File: src/arsf_defines.vh
/*
 * constants for the rate-sync filter chain: codes, field widths, timing counts.
 * assumes inclusion by the design files only.
 */
`ifndef ARSF_DEFINES_VH
`define ARSF_DEFINES_VH

`define ARSF_DW            16
`define ARSF_AXW           48
`define ARSF_FIFO_DEPTH    32
`define ARSF_FIFO_AW       5
`define ARSF_RATE_PD       4'h0
`define ARSF_MODE_HP       3'h0
`define ARSF_MODE_HA       3'h1
`define ARSF_MODE_TRIG     3'h2
`define ARSF_MODE_NORM     3'h3
`define ARSF_MODE_LP1      3'h4
`define ARSF_MODE_LP2      3'h5
`define ARSF_MODE_LP3      3'h6
`define ARSF_BW_SLOPE      3'h0
`define ARSF_LOCK_PERIODS  2'h3
`define ARSF_NOM_PERIOD    24'h00F424
`define ARSF_CLK_MHZ       100
`define ARSF_LP1_CUT_HZ    16'h08FC
`define ARSF_LP2_CUT_HZ    16'h0390
`define ARSF_LP3_CUT_HZ    16'h01AF
`define ARSF_PERW          24

`endif

File: src/arsf_chain.v
/*
 * rate-sync sample timing and accelerometer composite filter chain.
 * assumes raw xyz samples on ACC_DATA, config as static ports, ref on a pin.
 */
// Function
// - in rate-sync mode, once locked, sample timing follows selected reference edges
// - both sensors in rate-sync use gyro rate code for accel too
// - lock reached after 3 reference periods
// - samples-per-ref field 4..255, giving 8..510 samples per period
// - polarity 0 syncs on falling edges, 1 on rising edges
// - first lowpass cutoff rate/2, or 2300/912/431 Hz in low-power modes
// - lowpass path, second lowpass optional, bandwidth from composite field
// - highpass path uses slope when field is 000, else ref-subtract when enabled, else highpass
// - slope equals current minus previous sample, halved, per axis
// - ref-subtract stores a sample and subtracts it from later outputs
// - fast-settle seeds selected filter from first sample after power-up
// - orientation select feeds second lowpass output to orientation
// - power mode change takes effect after current sample period
// - accel rate code 0000 means powered down
`timescale 1ns/1ps
`include "arsf_defines.vh"
module arsf_chain (
    input  wire        CORE_CLK,
    input  wire        SYS_RST,
    input  wire        SYNC_REF_INPUT_PIN,
    input  wire        REF_EDGE_POLARITY_BIT,
    input  wire [7:0]  SAMPLES_PER_REF_FIELD,
    input  wire [3:0]  ACCEL_RATE_CODE,
    input  wire [2:0]  ACCEL_OP_MODE,
    input  wire [3:0]  GYRO_RATE_CODE,
    input  wire [2:0]  GYRO_OP_MODE,
    input  wire [2:0]  COMPOSITE_BW_FIELD,
    input  wire        SECOND_LOWPASS_ENABLE,
    input  wire        HIGHPASS_PATH_SELECT,
    input  wire        REF_SUBTRACT_ENABLE,
    input  wire        FAST_SETTLE_ENABLE,
    input  wire        ORIENT_LOWPASS_SELECT,
    input  wire [47:0] ACC_DATA,
    output reg         SAMPLE_STROBE,
    output reg  [15:0] LP1_CUTOFF_HZ,
    output reg         LP1_HALF_RATE,
    output reg         ACC_POWERED_DOWN,
    output reg  [3:0]  EFFECTIVE_RATE_CODE,
    output reg         LOCKED,
    output reg         UNSETTLED,
    output reg  [47:0] ORIENT_DATA,
    output reg         OUT_VALID,
    input  wire        OUT_READY,
    output reg  [47:0] OUT_DATA,
    output reg         OUT_OVERFLOW
);
    // ----------------------------------------
    // reference pin synchroniser and edge pick
    // ----------------------------------------
    reg ref_s1_ff;
    reg ref_s2_ff;
    reg ref_s3_ff;
    always @(posedge CORE_CLK or posedge SYS_RST) begin
        if (SYS_RST) begin
            ref_s1_ff <= 1'b0;
            ref_s2_ff <= 1'b0;
            ref_s3_ff <= 1'b0;
        end else begin
            ref_s1_ff <= SYNC_REF_INPUT_PIN;
            ref_s2_ff <= ref_s1_ff;
            ref_s3_ff <= ref_s2_ff;
        end
    end
    wire ref_rise = ref_s2_ff && !ref_s3_ff;
    wire ref_fall = !ref_s2_ff && ref_s3_ff;
    wire ref_edge = REF_EDGE_POLARITY_BIT ? ref_rise : ref_fall;

    // ----------------------------------------
    // mode decode
    // ----------------------------------------
    wire acc_pd  = (ACCEL_RATE_CODE == `ARSF_RATE_PD);
    wire gyr_pd  = (GYRO_RATE_CODE == `ARSF_RATE_PD);
    wire acc_trg = !acc_pd && (ACCEL_OP_MODE == `ARSF_MODE_TRIG);
    wire gyr_trg = !gyr_pd && (GYRO_OP_MODE == `ARSF_MODE_TRIG);
    wire trig    = acc_trg || gyr_trg;
    wire [3:0] eff_rate = (acc_trg && gyr_trg) ? GYRO_RATE_CODE : ACCEL_RATE_CODE;

    // ----------------------------------------
    // sample period generator
    // ----------------------------------------
    reg [23:0] per_cnt_ff;
    reg [23:0] meas_cnt_ff;
    reg [23:0] period_ff;
    reg [1:0]  edges_ff;
    reg        seen_ff;
    reg [2:0]  mode_ff;
    reg        pd_ff;
    reg [23:0] nxt_period;
    wire [8:0] n_samp   = {SAMPLES_PER_REF_FIELD, 1'b0};
    wire [23:0] nom_per = `ARSF_NOM_PERIOD >> eff_rate[1:0];
    wire locked_now     = (edges_ff == `ARSF_LOCK_PERIODS);
    wire per_done       = (per_cnt_ff == 24'h000000);
    wire strobe         = !pd_ff && (trig && locked_now ? (per_done || ref_edge) : per_done);

    always @* begin
        nxt_period = meas_cnt_ff / {15'h0000, n_samp};
        if (nxt_period == 24'h000000) begin
            nxt_period = 24'h000001;
        end
    end

    always @(posedge CORE_CLK or posedge SYS_RST) begin
        if (SYS_RST) begin
            per_cnt_ff  <= 24'h000000;
            meas_cnt_ff <= 24'h000000;
            period_ff   <= `ARSF_NOM_PERIOD;
            edges_ff    <= 2'h0;
            seen_ff     <= 1'b0;
            mode_ff     <= `ARSF_MODE_HP;
            pd_ff       <= 1'b1;
        end else begin
            if (!trig || acc_pd) begin
                edges_ff <= 2'h0;
                seen_ff  <= 1'b0;
            end else if (ref_edge) begin
                seen_ff     <= 1'b1;
                meas_cnt_ff <= 24'h000001;
                if (seen_ff) begin
                    period_ff <= nxt_period;
                end
                if (seen_ff && edges_ff != `ARSF_LOCK_PERIODS) begin
                    edges_ff <= edges_ff + 2'h1;
                end
            end else begin
                meas_cnt_ff <= meas_cnt_ff + 24'h000001;
            end
            if (ref_edge && trig && locked_now) begin
                per_cnt_ff <= period_ff - 24'h000001;
            end else if (per_done) begin
                // powered down: no period to finish, check the rate code again on the next clock
                per_cnt_ff <= acc_pd ? 24'h000000 :
                              (trig && locked_now) ? period_ff - 24'h000001 : nom_per;
                mode_ff    <= ACCEL_OP_MODE;
                pd_ff      <= acc_pd;
            end else begin
                per_cnt_ff <= per_cnt_ff - 24'h000001;
            end
        end
    end

    // ----------------------------------------
    // composite filter chain, per axis
    // ----------------------------------------
    reg        hp_ref_ff;
    reg        seed_ff;
    reg        was_pd_ff;
    wire       use_ref = HIGHPASS_PATH_SELECT && REF_SUBTRACT_ENABLE &&
                         (COMPOSITE_BW_FIELD != `ARSF_BW_SLOPE);
    wire       seed    = seed_ff || !hp_ref_ff && use_ref;
    wire [47:0] filt;
    wire [47:0] lp2_out;
    wire [47:0] hp_out;
    // lowpass shift one past the field, widened so code 7 does not wrap
    wire [3:0]  lp_shift = {1'b0, COMPOSITE_BW_FIELD} + 4'h1;
    reg  [47:0] prev_ff;
    reg  [47:0] lp2_ff;
    reg  [47:0] hp_ff;
    reg  [47:0] ref_ff;

    genvar ax;
    generate
        for (ax = 0; ax < 3; ax = ax + 1) begin : g_axis
            wire signed [15:0] x    = ACC_DATA[16*ax+15:16*ax];
            wire signed [15:0] xp   = prev_ff[16*ax+15:16*ax];
            wire signed [15:0] lp   = lp2_ff[16*ax+15:16*ax];
            wire signed [15:0] hl   = hp_ff[16*ax+15:16*ax];
            wire signed [15:0] rf   = ref_ff[16*ax+15:16*ax];
            wire signed [16:0] dif  = {x[15], x} - {xp[15], xp};
            wire signed [15:0] slope = dif[16:1];
            wire signed [16:0] ld   = {x[15], x} - {lp[15], lp};
            wire signed [16:0] lsh  = ld >>> lp_shift;
            wire signed [15:0] lnew = seed ? x : lp + lsh[15:0];
            wire signed [16:0] hd   = {x[15], x} - {hl[15], hl};
            wire signed [16:0] hsh  = hd >>> COMPOSITE_BW_FIELD;
            wire signed [15:0] hnew = seed ? x : hl + hsh[15:0];
            wire signed [16:0] rsub = {x[15], x} - {rf[15], rf};
            reg  signed [15:0] sel;
            always @* begin
                if (!HIGHPASS_PATH_SELECT) begin
                    sel = SECOND_LOWPASS_ENABLE ? lnew : x;
                end else if (COMPOSITE_BW_FIELD == `ARSF_BW_SLOPE) begin
                    sel = slope;
                end else if (REF_SUBTRACT_ENABLE) begin
                    sel = rsub[15:0];
                end else begin
                    sel = x - hnew;
                end
            end
            assign filt[16*ax+15:16*ax]    = sel;
            assign lp2_out[16*ax+15:16*ax] = lnew;
            assign hp_out[16*ax+15:16*ax]  = hnew;
        end
    endgenerate

    // ----------------------------------------
    // output register handshake
    // ----------------------------------------
    wire        out_take = !OUT_VALID || OUT_READY;   // refill when empty or drained

    // ----------------------------------------
    // fifo on the output path
    // ----------------------------------------
    wire        f_in_ready;
    wire        f_out_valid;
    wire [47:0] f_out_data;
    arsf_fifo #(
        .WIDTH (`ARSF_AXW),
        .DEPTH (`ARSF_FIFO_DEPTH),
        .AW    (`ARSF_FIFO_AW)
    ) u_fifo (
        .clk       (CORE_CLK),
        .rst       (SYS_RST),
        .in_valid  (strobe),
        .in_ready  (f_in_ready),
        .in_data   (filt),
        .out_valid (f_out_valid),
        .out_ready (out_take),
        .out_data  (f_out_data)
    );

    // ----------------------------------------
    // filter state and registered outputs
    // ----------------------------------------
    always @(posedge CORE_CLK or posedge SYS_RST) begin
        if (SYS_RST) begin
            prev_ff             <= 48'h000000000000;
            lp2_ff              <= 48'h000000000000;
            hp_ff               <= 48'h000000000000;
            ref_ff              <= 48'h000000000000;
            hp_ref_ff           <= 1'b0;
            seed_ff             <= 1'b1;
            was_pd_ff           <= 1'b1;
            SAMPLE_STROBE       <= 1'b0;
            LP1_CUTOFF_HZ       <= 16'h0000;
            LP1_HALF_RATE       <= 1'b1;
            ACC_POWERED_DOWN    <= 1'b1;
            EFFECTIVE_RATE_CODE <= 4'h0;
            LOCKED              <= 1'b0;
            UNSETTLED           <= 1'b1;
            ORIENT_DATA         <= 48'h000000000000;
            OUT_VALID           <= 1'b0;
            OUT_DATA            <= 48'h000000000000;
            OUT_OVERFLOW        <= 1'b0;
        end else begin
            was_pd_ff <= pd_ff;
            if (was_pd_ff && !pd_ff) begin
                seed_ff <= FAST_SETTLE_ENABLE;
            end else if (strobe) begin
                seed_ff <= 1'b0;
            end
            if (strobe) begin
                prev_ff   <= ACC_DATA;
                lp2_ff    <= lp2_out;
                hp_ff     <= hp_out;
                hp_ref_ff <= use_ref;
                if (use_ref && !hp_ref_ff) begin
                    ref_ff <= ACC_DATA;
                end
                if (ORIENT_LOWPASS_SELECT) begin
                    ORIENT_DATA <= lp2_out;
                end else begin
                    ORIENT_DATA <= ACC_DATA;
                end
            end
            if (!use_ref) begin
                hp_ref_ff <= 1'b0;
            end
            SAMPLE_STROBE <= strobe;
            case (mode_ff)
                `ARSF_MODE_LP1: LP1_CUTOFF_HZ <= `ARSF_LP1_CUT_HZ;
                `ARSF_MODE_LP2: LP1_CUTOFF_HZ <= `ARSF_LP2_CUT_HZ;
                `ARSF_MODE_LP3: LP1_CUTOFF_HZ <= `ARSF_LP3_CUT_HZ;
                default:        LP1_CUTOFF_HZ <= 16'h0000;
            endcase
            LP1_HALF_RATE       <= (mode_ff < `ARSF_MODE_LP1);
            ACC_POWERED_DOWN    <= pd_ff;
            EFFECTIVE_RATE_CODE <= eff_rate;
            LOCKED              <= trig && locked_now;
            UNSETTLED           <= trig && !locked_now;
            if (out_take) begin
                OUT_VALID <= f_out_valid;
                OUT_DATA  <= f_out_data;
            end
            OUT_OVERFLOW        <= strobe && !f_in_ready;
        end
    end
endmodule

File: src/arsf_fifo.v
/*
 * synchronous fifo with valid/ready on both sides, registered read data.
 * assumes one clock and an asynchronous active-high reset.
 */
`timescale 1ns/1ps
module arsf_fifo #(
    parameter WIDTH = 48,
    parameter DEPTH = 32,
    parameter AW    = 5
) (
    input  wire             clk,
    input  wire             rst,
    input  wire             in_valid,
    output wire             in_ready,
    input  wire [WIDTH-1:0] in_data,
    output reg              out_valid,
    input  wire             out_ready,
    output reg  [WIDTH-1:0] out_data
);
    // ----------------------------------------
    // storage and pointers
    // ----------------------------------------
    reg [WIDTH-1:0] mem [0:DEPTH-1];
    reg [AW:0]      wr_ptr_ff;
    reg [AW:0]      rd_ptr_ff;
    wire            full  = (wr_ptr_ff[AW] != rd_ptr_ff[AW]) && (wr_ptr_ff[AW-1:0] == rd_ptr_ff[AW-1:0]);
    wire            empty = (wr_ptr_ff == rd_ptr_ff);
    wire            push  = in_valid && !full;
    wire            pop   = !empty && (!out_valid || out_ready);

    assign in_ready = !full;

    always @(posedge clk) begin
        if (push) begin
            mem[wr_ptr_ff[AW-1:0]] <= in_data;
        end
    end

    always @(posedge clk or posedge rst) begin
        if (rst) begin
            wr_ptr_ff <= {(AW+1){1'b0}};
            rd_ptr_ff <= {(AW+1){1'b0}};
            out_valid <= 1'b0;
            out_data  <= {WIDTH{1'b0}};
        end else begin
            if (push) begin
                wr_ptr_ff <= wr_ptr_ff + 1'b1;
            end
            if (pop) begin
                rd_ptr_ff <= rd_ptr_ff + 1'b1;
                out_data  <= mem[rd_ptr_ff[AW-1:0]];
                out_valid <= 1'b1;
            end else if (out_ready) begin
                out_valid <= 1'b0;
            end
        end
    end
endmodule

File: config.mk
export PLATFORM = sky130hd
export DESIGN_NAME = arsf_chain
export DESIGN_NICKNAME = d
export VERILOG_FILES = /design/src/arsf_chain.v /design/src/arsf_fifo.v
export VERILOG_INCLUDE_DIRS = /design/src /design/src/src
export SDC_FILE = /design/constraint.sdc
export NUM_CORES = 2
export LEC_CHECK = 0
export BUFFER_PORTS_ARGS = -buffer_cell sky130_fd_sc_hd__buf_4
export CAP_MARGIN = 15
export CORE_MARGIN = 2
export CORE_UTILIZATION = 36
export DETAILED_ROUTE_END_ITERATION = 10
export HOLD_SLACK_MARGIN = 0.05
export PLACE_DENSITY = 0.56
export SKIP_LAST_GASP = 1
export SYNTH_ARGS = -nofsm -noshare
export SYNTH_HDL_FRONTEND = slang
export SYNTH_SLANG_ARGS = --single-unit
File: constraint.sdc
create_clock -name CORE_CLK -period 55.1 [get_ports CORE_CLK]
set_clock_uncertainty 0.2 [all_clocks]
set_input_delay 11.02 -clock CORE_CLK [delete_from_list [all_inputs] [get_ports CORE_CLK]]
set_output_delay 11.02 -clock CORE_CLK [all_outputs]
set_load 0.1 [all_outputs]
Word-level counts from Yosys, hierarchy flattened
Memory sizes are Yosys's and may differ from the RTL's. A register that Yosys moved wholly into a read port is not among the register bits.
Index checks and enable logic that the tools add are counted.
Cells by class
  add/subtract/negate cells: 28
  div/mod/pow operators: 1
  order comparisons: 1
  eq/ne operators: 11
  shift operators: 7
  mux-type cells: 42
  bitwise gates (word level): 2
  reductions and logical operators: 51
Operators with widths (count)
  16-bit two-way mux: 18
  16-bit by 16-bit subtractor with 17-bit output: 9
  24-bit two-way mux: 6
  16-bit adder: 6
  16-bit subtractor: 6
  17-bit by 3-bit >>> shifter with 16-bit output: 3
  17-bit by 4-bit >>> shifter with 16-bit output: 3
  24-bit logical NOT: 2
  48-bit two-way mux: 1
  24-bit by 1-bit subtractor with 24-bit output (second input constant): 2
  12-bit one-hot mux with 3 select lines: 1
  24-bit by 1-bit adder with 24-bit output (second input constant): 1
  24-bit by 9-bit divider with 24-bit output: 1
  16-bit by 2-bit >> shifter with 24-bit output (first input constant): 1
  1-bit logical AND: 19
  6-bit by 1-bit adder with 6-bit output (second input constant): 2
  1-bit logical NOT: 12
  1-bit two-way mux: 12
  3-bit == test (second input constant): 3
  4-bit logical NOT: 2
  2-bit nonzero test: 4
  3-bit by 2-bit == test with 1-bit output (second input constant): 2
  6-bit == test: 1
  1-bit logical OR: 6
  other kinds (14): 20
Word-level totals
  bits in registers: 412
  bits in writable memories: 1536
  input port bits: 83
  output and inout port bits: 123
  memories kept: 1
Memories
  u_fifo.mem: words 32, bits a word 48, read ports 1, clocked after memory_dff 1, wr ports 1, line arsf_fifo.v:23  | reg [WIDTH-1:0] mem [0:DEPTH-1];

Depth between registers and ports, before layout
  depth in word-level cells: 10
  mapped depth: 278
  depth with buffers taken out: 258

Cells and area by module
A second synthesis with hierarchy kept.
Second synthesis, totals
  cell total of the unflattened synthesis: 8550
  area total of the unflattened synthesis: 103996.0 µm²
By module, submodules not included
  arsf_fifo: times used 1, cells an instance 3090, area an instance 60877.1 µm², seq. area each 47650.7 µm²
  arsf_chain: times used 1, cells an instance 5460, area an instance 43118.9 µm², seq. area each 9774.4 µm²

Worst setup path after synthesis
Ideal clock, no wire load.
  path kind: in2reg
  start point: input SAMPLES_PER_REF_FIELD[7]
  end point: register period_ff[0]
  arrival time: 60953 ps
  data required time: 54773 ps
  setup slack: -6180 ps
  cell stages on the path: 260
  path buffers: 20
  path through: buf_4 nor4_1 nand3_1 nor2_1 a21oi_1 a21oi_1 ha_1 nor4b_1 nor3_1 o21a_1 ha_1 o211ai_1 a211oi_1 mux2i_1 inv_1 ha_1 o21a_1 o221ai_1 [224 not listed] and4_4 buf_6 buf_6 mux2i_1 ha_1 a21o_1 a21oi_1 nor2b_1 o21ai_0 nand2b_1 a21oi_1 nor2b_1 o21ai_0 or4b_2 a21oi_1 nand4_1 a2111oi_2 o21ai_1
On the way
  word-level cells in the longest chain between the ends: 3
RTL lines
  from (decl): line arsf_chain.v:27  | input wire [7:0] SAMPLES_PER_REF_FIELD,
  24-bit by 9-bit divider with 24-bit output (*): line arsf_chain.v:101  | nxt_period = meas_cnt_ff / {15'h0000, n_samp};
  24-bit logical NOT: line arsf_chain.v:102  | if (nxt_period == 24'h000000) begin
  24-bit two-way mux (*): line arsf_chain.v:102
  to (signal assigned): line arsf_chain.v:111  | period_ff <= `ARSF_NOM_PERIOD;
  to (signal assigned): line arsf_chain.v:124  | period_ff <= nxt_period;
  to (decl): line arsf_chain.v:88  | reg [23:0] period_ff;
Mark *: on every way between the ends. The rest lies on a longest branch, timed or not.
A chain may end at the register's enable or synchronous reset.

Worst setup path in the final report
  start point: input SAMPLES_PER_REF_FIELD[6]
  end point: register period_ff[0]
The elaborated chain is that of the path after synthesis.

==> out/results.ini <==
[run_status]
status = finished, final reports clean

[logic_synthesis]
ys_warn_count = 0
synth_compound_area_frac = 0.106
avgSynthCellArea_um2 = 13.0
synth_top_family_by_area = multiplexers
synthXorXnorAreaFrac = 0.0290
synthSimpleGateAreaFrac = 0.0814
yosysSeqAreaShare = 0.554
synth_mux_area_frac = 0.145
synth_cell_types = 127
synth_edf_count = 1536
yosysTopAreaCell = edfxtp_1
synth_adder_area_share = 0.0583
syn_area_um2 = 104000
synth_seq_cells = 1987
synthDominantCellAreaShare = 0.445
netlist_instances = 7950
synth_async_sr_flop_share = 0.227
yosys-top-cells-area = edfxtp_1, dfrtp_1, mux4_2
ys.flop_type = edfxtp_1

[sta]
maxSlewViolCount = 0
fmax_ghz = 0.0183
period_share = 0.990
setup_ws_ns = 0.548
setup-violations-final = 0
rsz0062_at_grt = yes
fin_crit_ns = 54.55
tightest_slew_ns = 1.18
relSlewSlack = 0.204
hold_viol_final = 0

[floorplan]
chipHeight_um = 541
die_x_um = 541
start_util = 0.361
core_um2 = 287000
ios = 206
rows = 197
dieArea_um2 = 292000

[placed_design]
dp_slack_ns = -1.26
dp_hpwl_mm = 198
port-buffer-count = 200
place_area_um2 = 113000
dp.cells = 12000
place_congestion = 0.870

[cts]
cts_hold_buf = 0
tritoncts = yes
clk_latency_ns = 0.94
htree_levels = 4
cts_buffers = 218
clkTransAtPathRegs_ns = 0.07
cts_sinks = 1987
cts_root_buf = clkbuf_16
cts_buffer_depth = 4

[critical_path]
slowest_stage = or4_4
worst_setup_path_end_kind = register
worstPathArrival_ns = 55.09
worstSetupStartpointType = primary input
path_common_cell = o21a_1
crit_fanout = 7
path_class = in2reg
worstPathRequired_ns = 55.64
critPathMaxStageDelay_ns = 0.59

[routing]
num_vias = 69300
drc = 0
final_antenna_net_count = 0
via_per_inst = 5.54
wl_per_cell_um = 24.5
drt_iter0_markers = 6031
detail_route.wirelength_mm = 306
dr.pass1.iters = 6

[hold_path]
hold_class = reg2reg

[final_layout]
final_cell_area_um2 = 122000
area_delta_synth_final_pct = 17.6
num-nets-final = 9096
final_common_cell = edfxtp_1
layout-drive-gt1-share = 0.239
instances_no_fill = 12500
layout_common_cells = edfxtp_1, buf_4, nand2_1, mux4_2, nor2_1
fin_util = 0.424

[global_route]
grt_max_degree = 144
first_global_vias = 69600
grt_overflow = 0
grt_antenna_before_repair = 12
track_usage = 0.205
grt_pass1_wl_mm = 454

[flow_run]
maxCapViolCount = 0

flip-flops by register name, indices dropped and copies added, names as in the netlist, 24 cells and up:
register and count:
prev_ff 48, u_fifo.out_data 48, u_fifo.mem 1536, per_cnt_ff 24, OUT_DATA 48, ORIENT_DATA 48, lp2_ff 48, period_ff 24
hp_ff 48, ref_ff 48, meas_cnt_ff 24
cells by family after synthesis:
kind of cell    after synthesis
compound gates             1745
xor+xnor                    343
mux                         874
simple gates               1805
flops                      1987
fa+ha+maj                   473
buf+inv                     722
other cells                   1
synthesized netlist by cell type, drive strengths merged (133+ instances only):
library cell     n
a21oi          486
clkbuf         275
dfrtp          439
edfxtp        1536
ha             452
inv            341
mux2           151
mux2i          240
mux4           483
nand2          594
nor2           523
nor3           177
o21ai          503
o21bai         133
xnor2          246
worst paths after layout:
path / from / to / slack [ns] / cells after the start
setup / recovery: SAMPLES_PER_REF_FIELD[6] / period_ff[0] / 0.55 / 260
hold / removal: ref_s1_ff / ref_s2_ff / 0.15 / 0
setup reg to reg: meas_cnt_ff[23] / period_ff[0] / 10.72 / 257
hold reg to reg: ref_s1_ff / ref_s2_ff / 0.15 / 0
max in group asynchronous: SYS_RST / u_fifo.rd_ptr_ff[4] / 41.70 / 5
min in group asynchronous: SYS_RST / meas_cnt_ff[16] / 10.12 / 2
stage by stage:
step                      setup TNS [ns]  hold WS, ns
final                                  0        0.153
after global routing               -1.98        0.165
after CTS                              0        0.159
after detailed placement           -1.26        0.147
after global placement            -0.215        0.139
after floorplan                    -1.61        0.131
critical path, delay by kind of cell:
family / cells / cell delay, ns
AOI/OAI and AO/OA: 133 / 21.91
muxes: 9 / 2.06
and+or+nand+nor: 71 / 11.36
adders and majority gates: 22 / 5.71
buffers and inverters: 25 / 2.91
timing repair:
| item | in CTS | in global routing |
|---|---|---|
| cloned | 2 | 0 |
| hold endpoints to repair | 0 | 0 |
| gates resized for setup | 28 | 94 |
| buffers inserted | 18 | 47 |
| endpoints found under the setup margin | 1 | 2 |
| pin swaps | 22 | 104 |
final cells by class:
cell class                 count  area [um^2]
fill                       26300       165000
sequential                  1987        57400
multi-input combinational   5247        45100
clock buffer                 274         5870
timing repair buffer         747         5750
tap                         3781         4730
clock inverter               135         1800
inverter                     342         1310
antenna                        5         12.5
routing by layer:
metal  wire [um]  global-route usage  vias to the layer above
li1            -                   -                    31500
met1      142000               0.297                    35600
met2      142000               0.331                     1933
met3       16500              0.0233                      364
met4        6350              0.0452                        8
met5          46                   0                        -
Power is not shown: default switching activity piles up to over one toggle a cycle in this logic, so the estimate is an artifact.
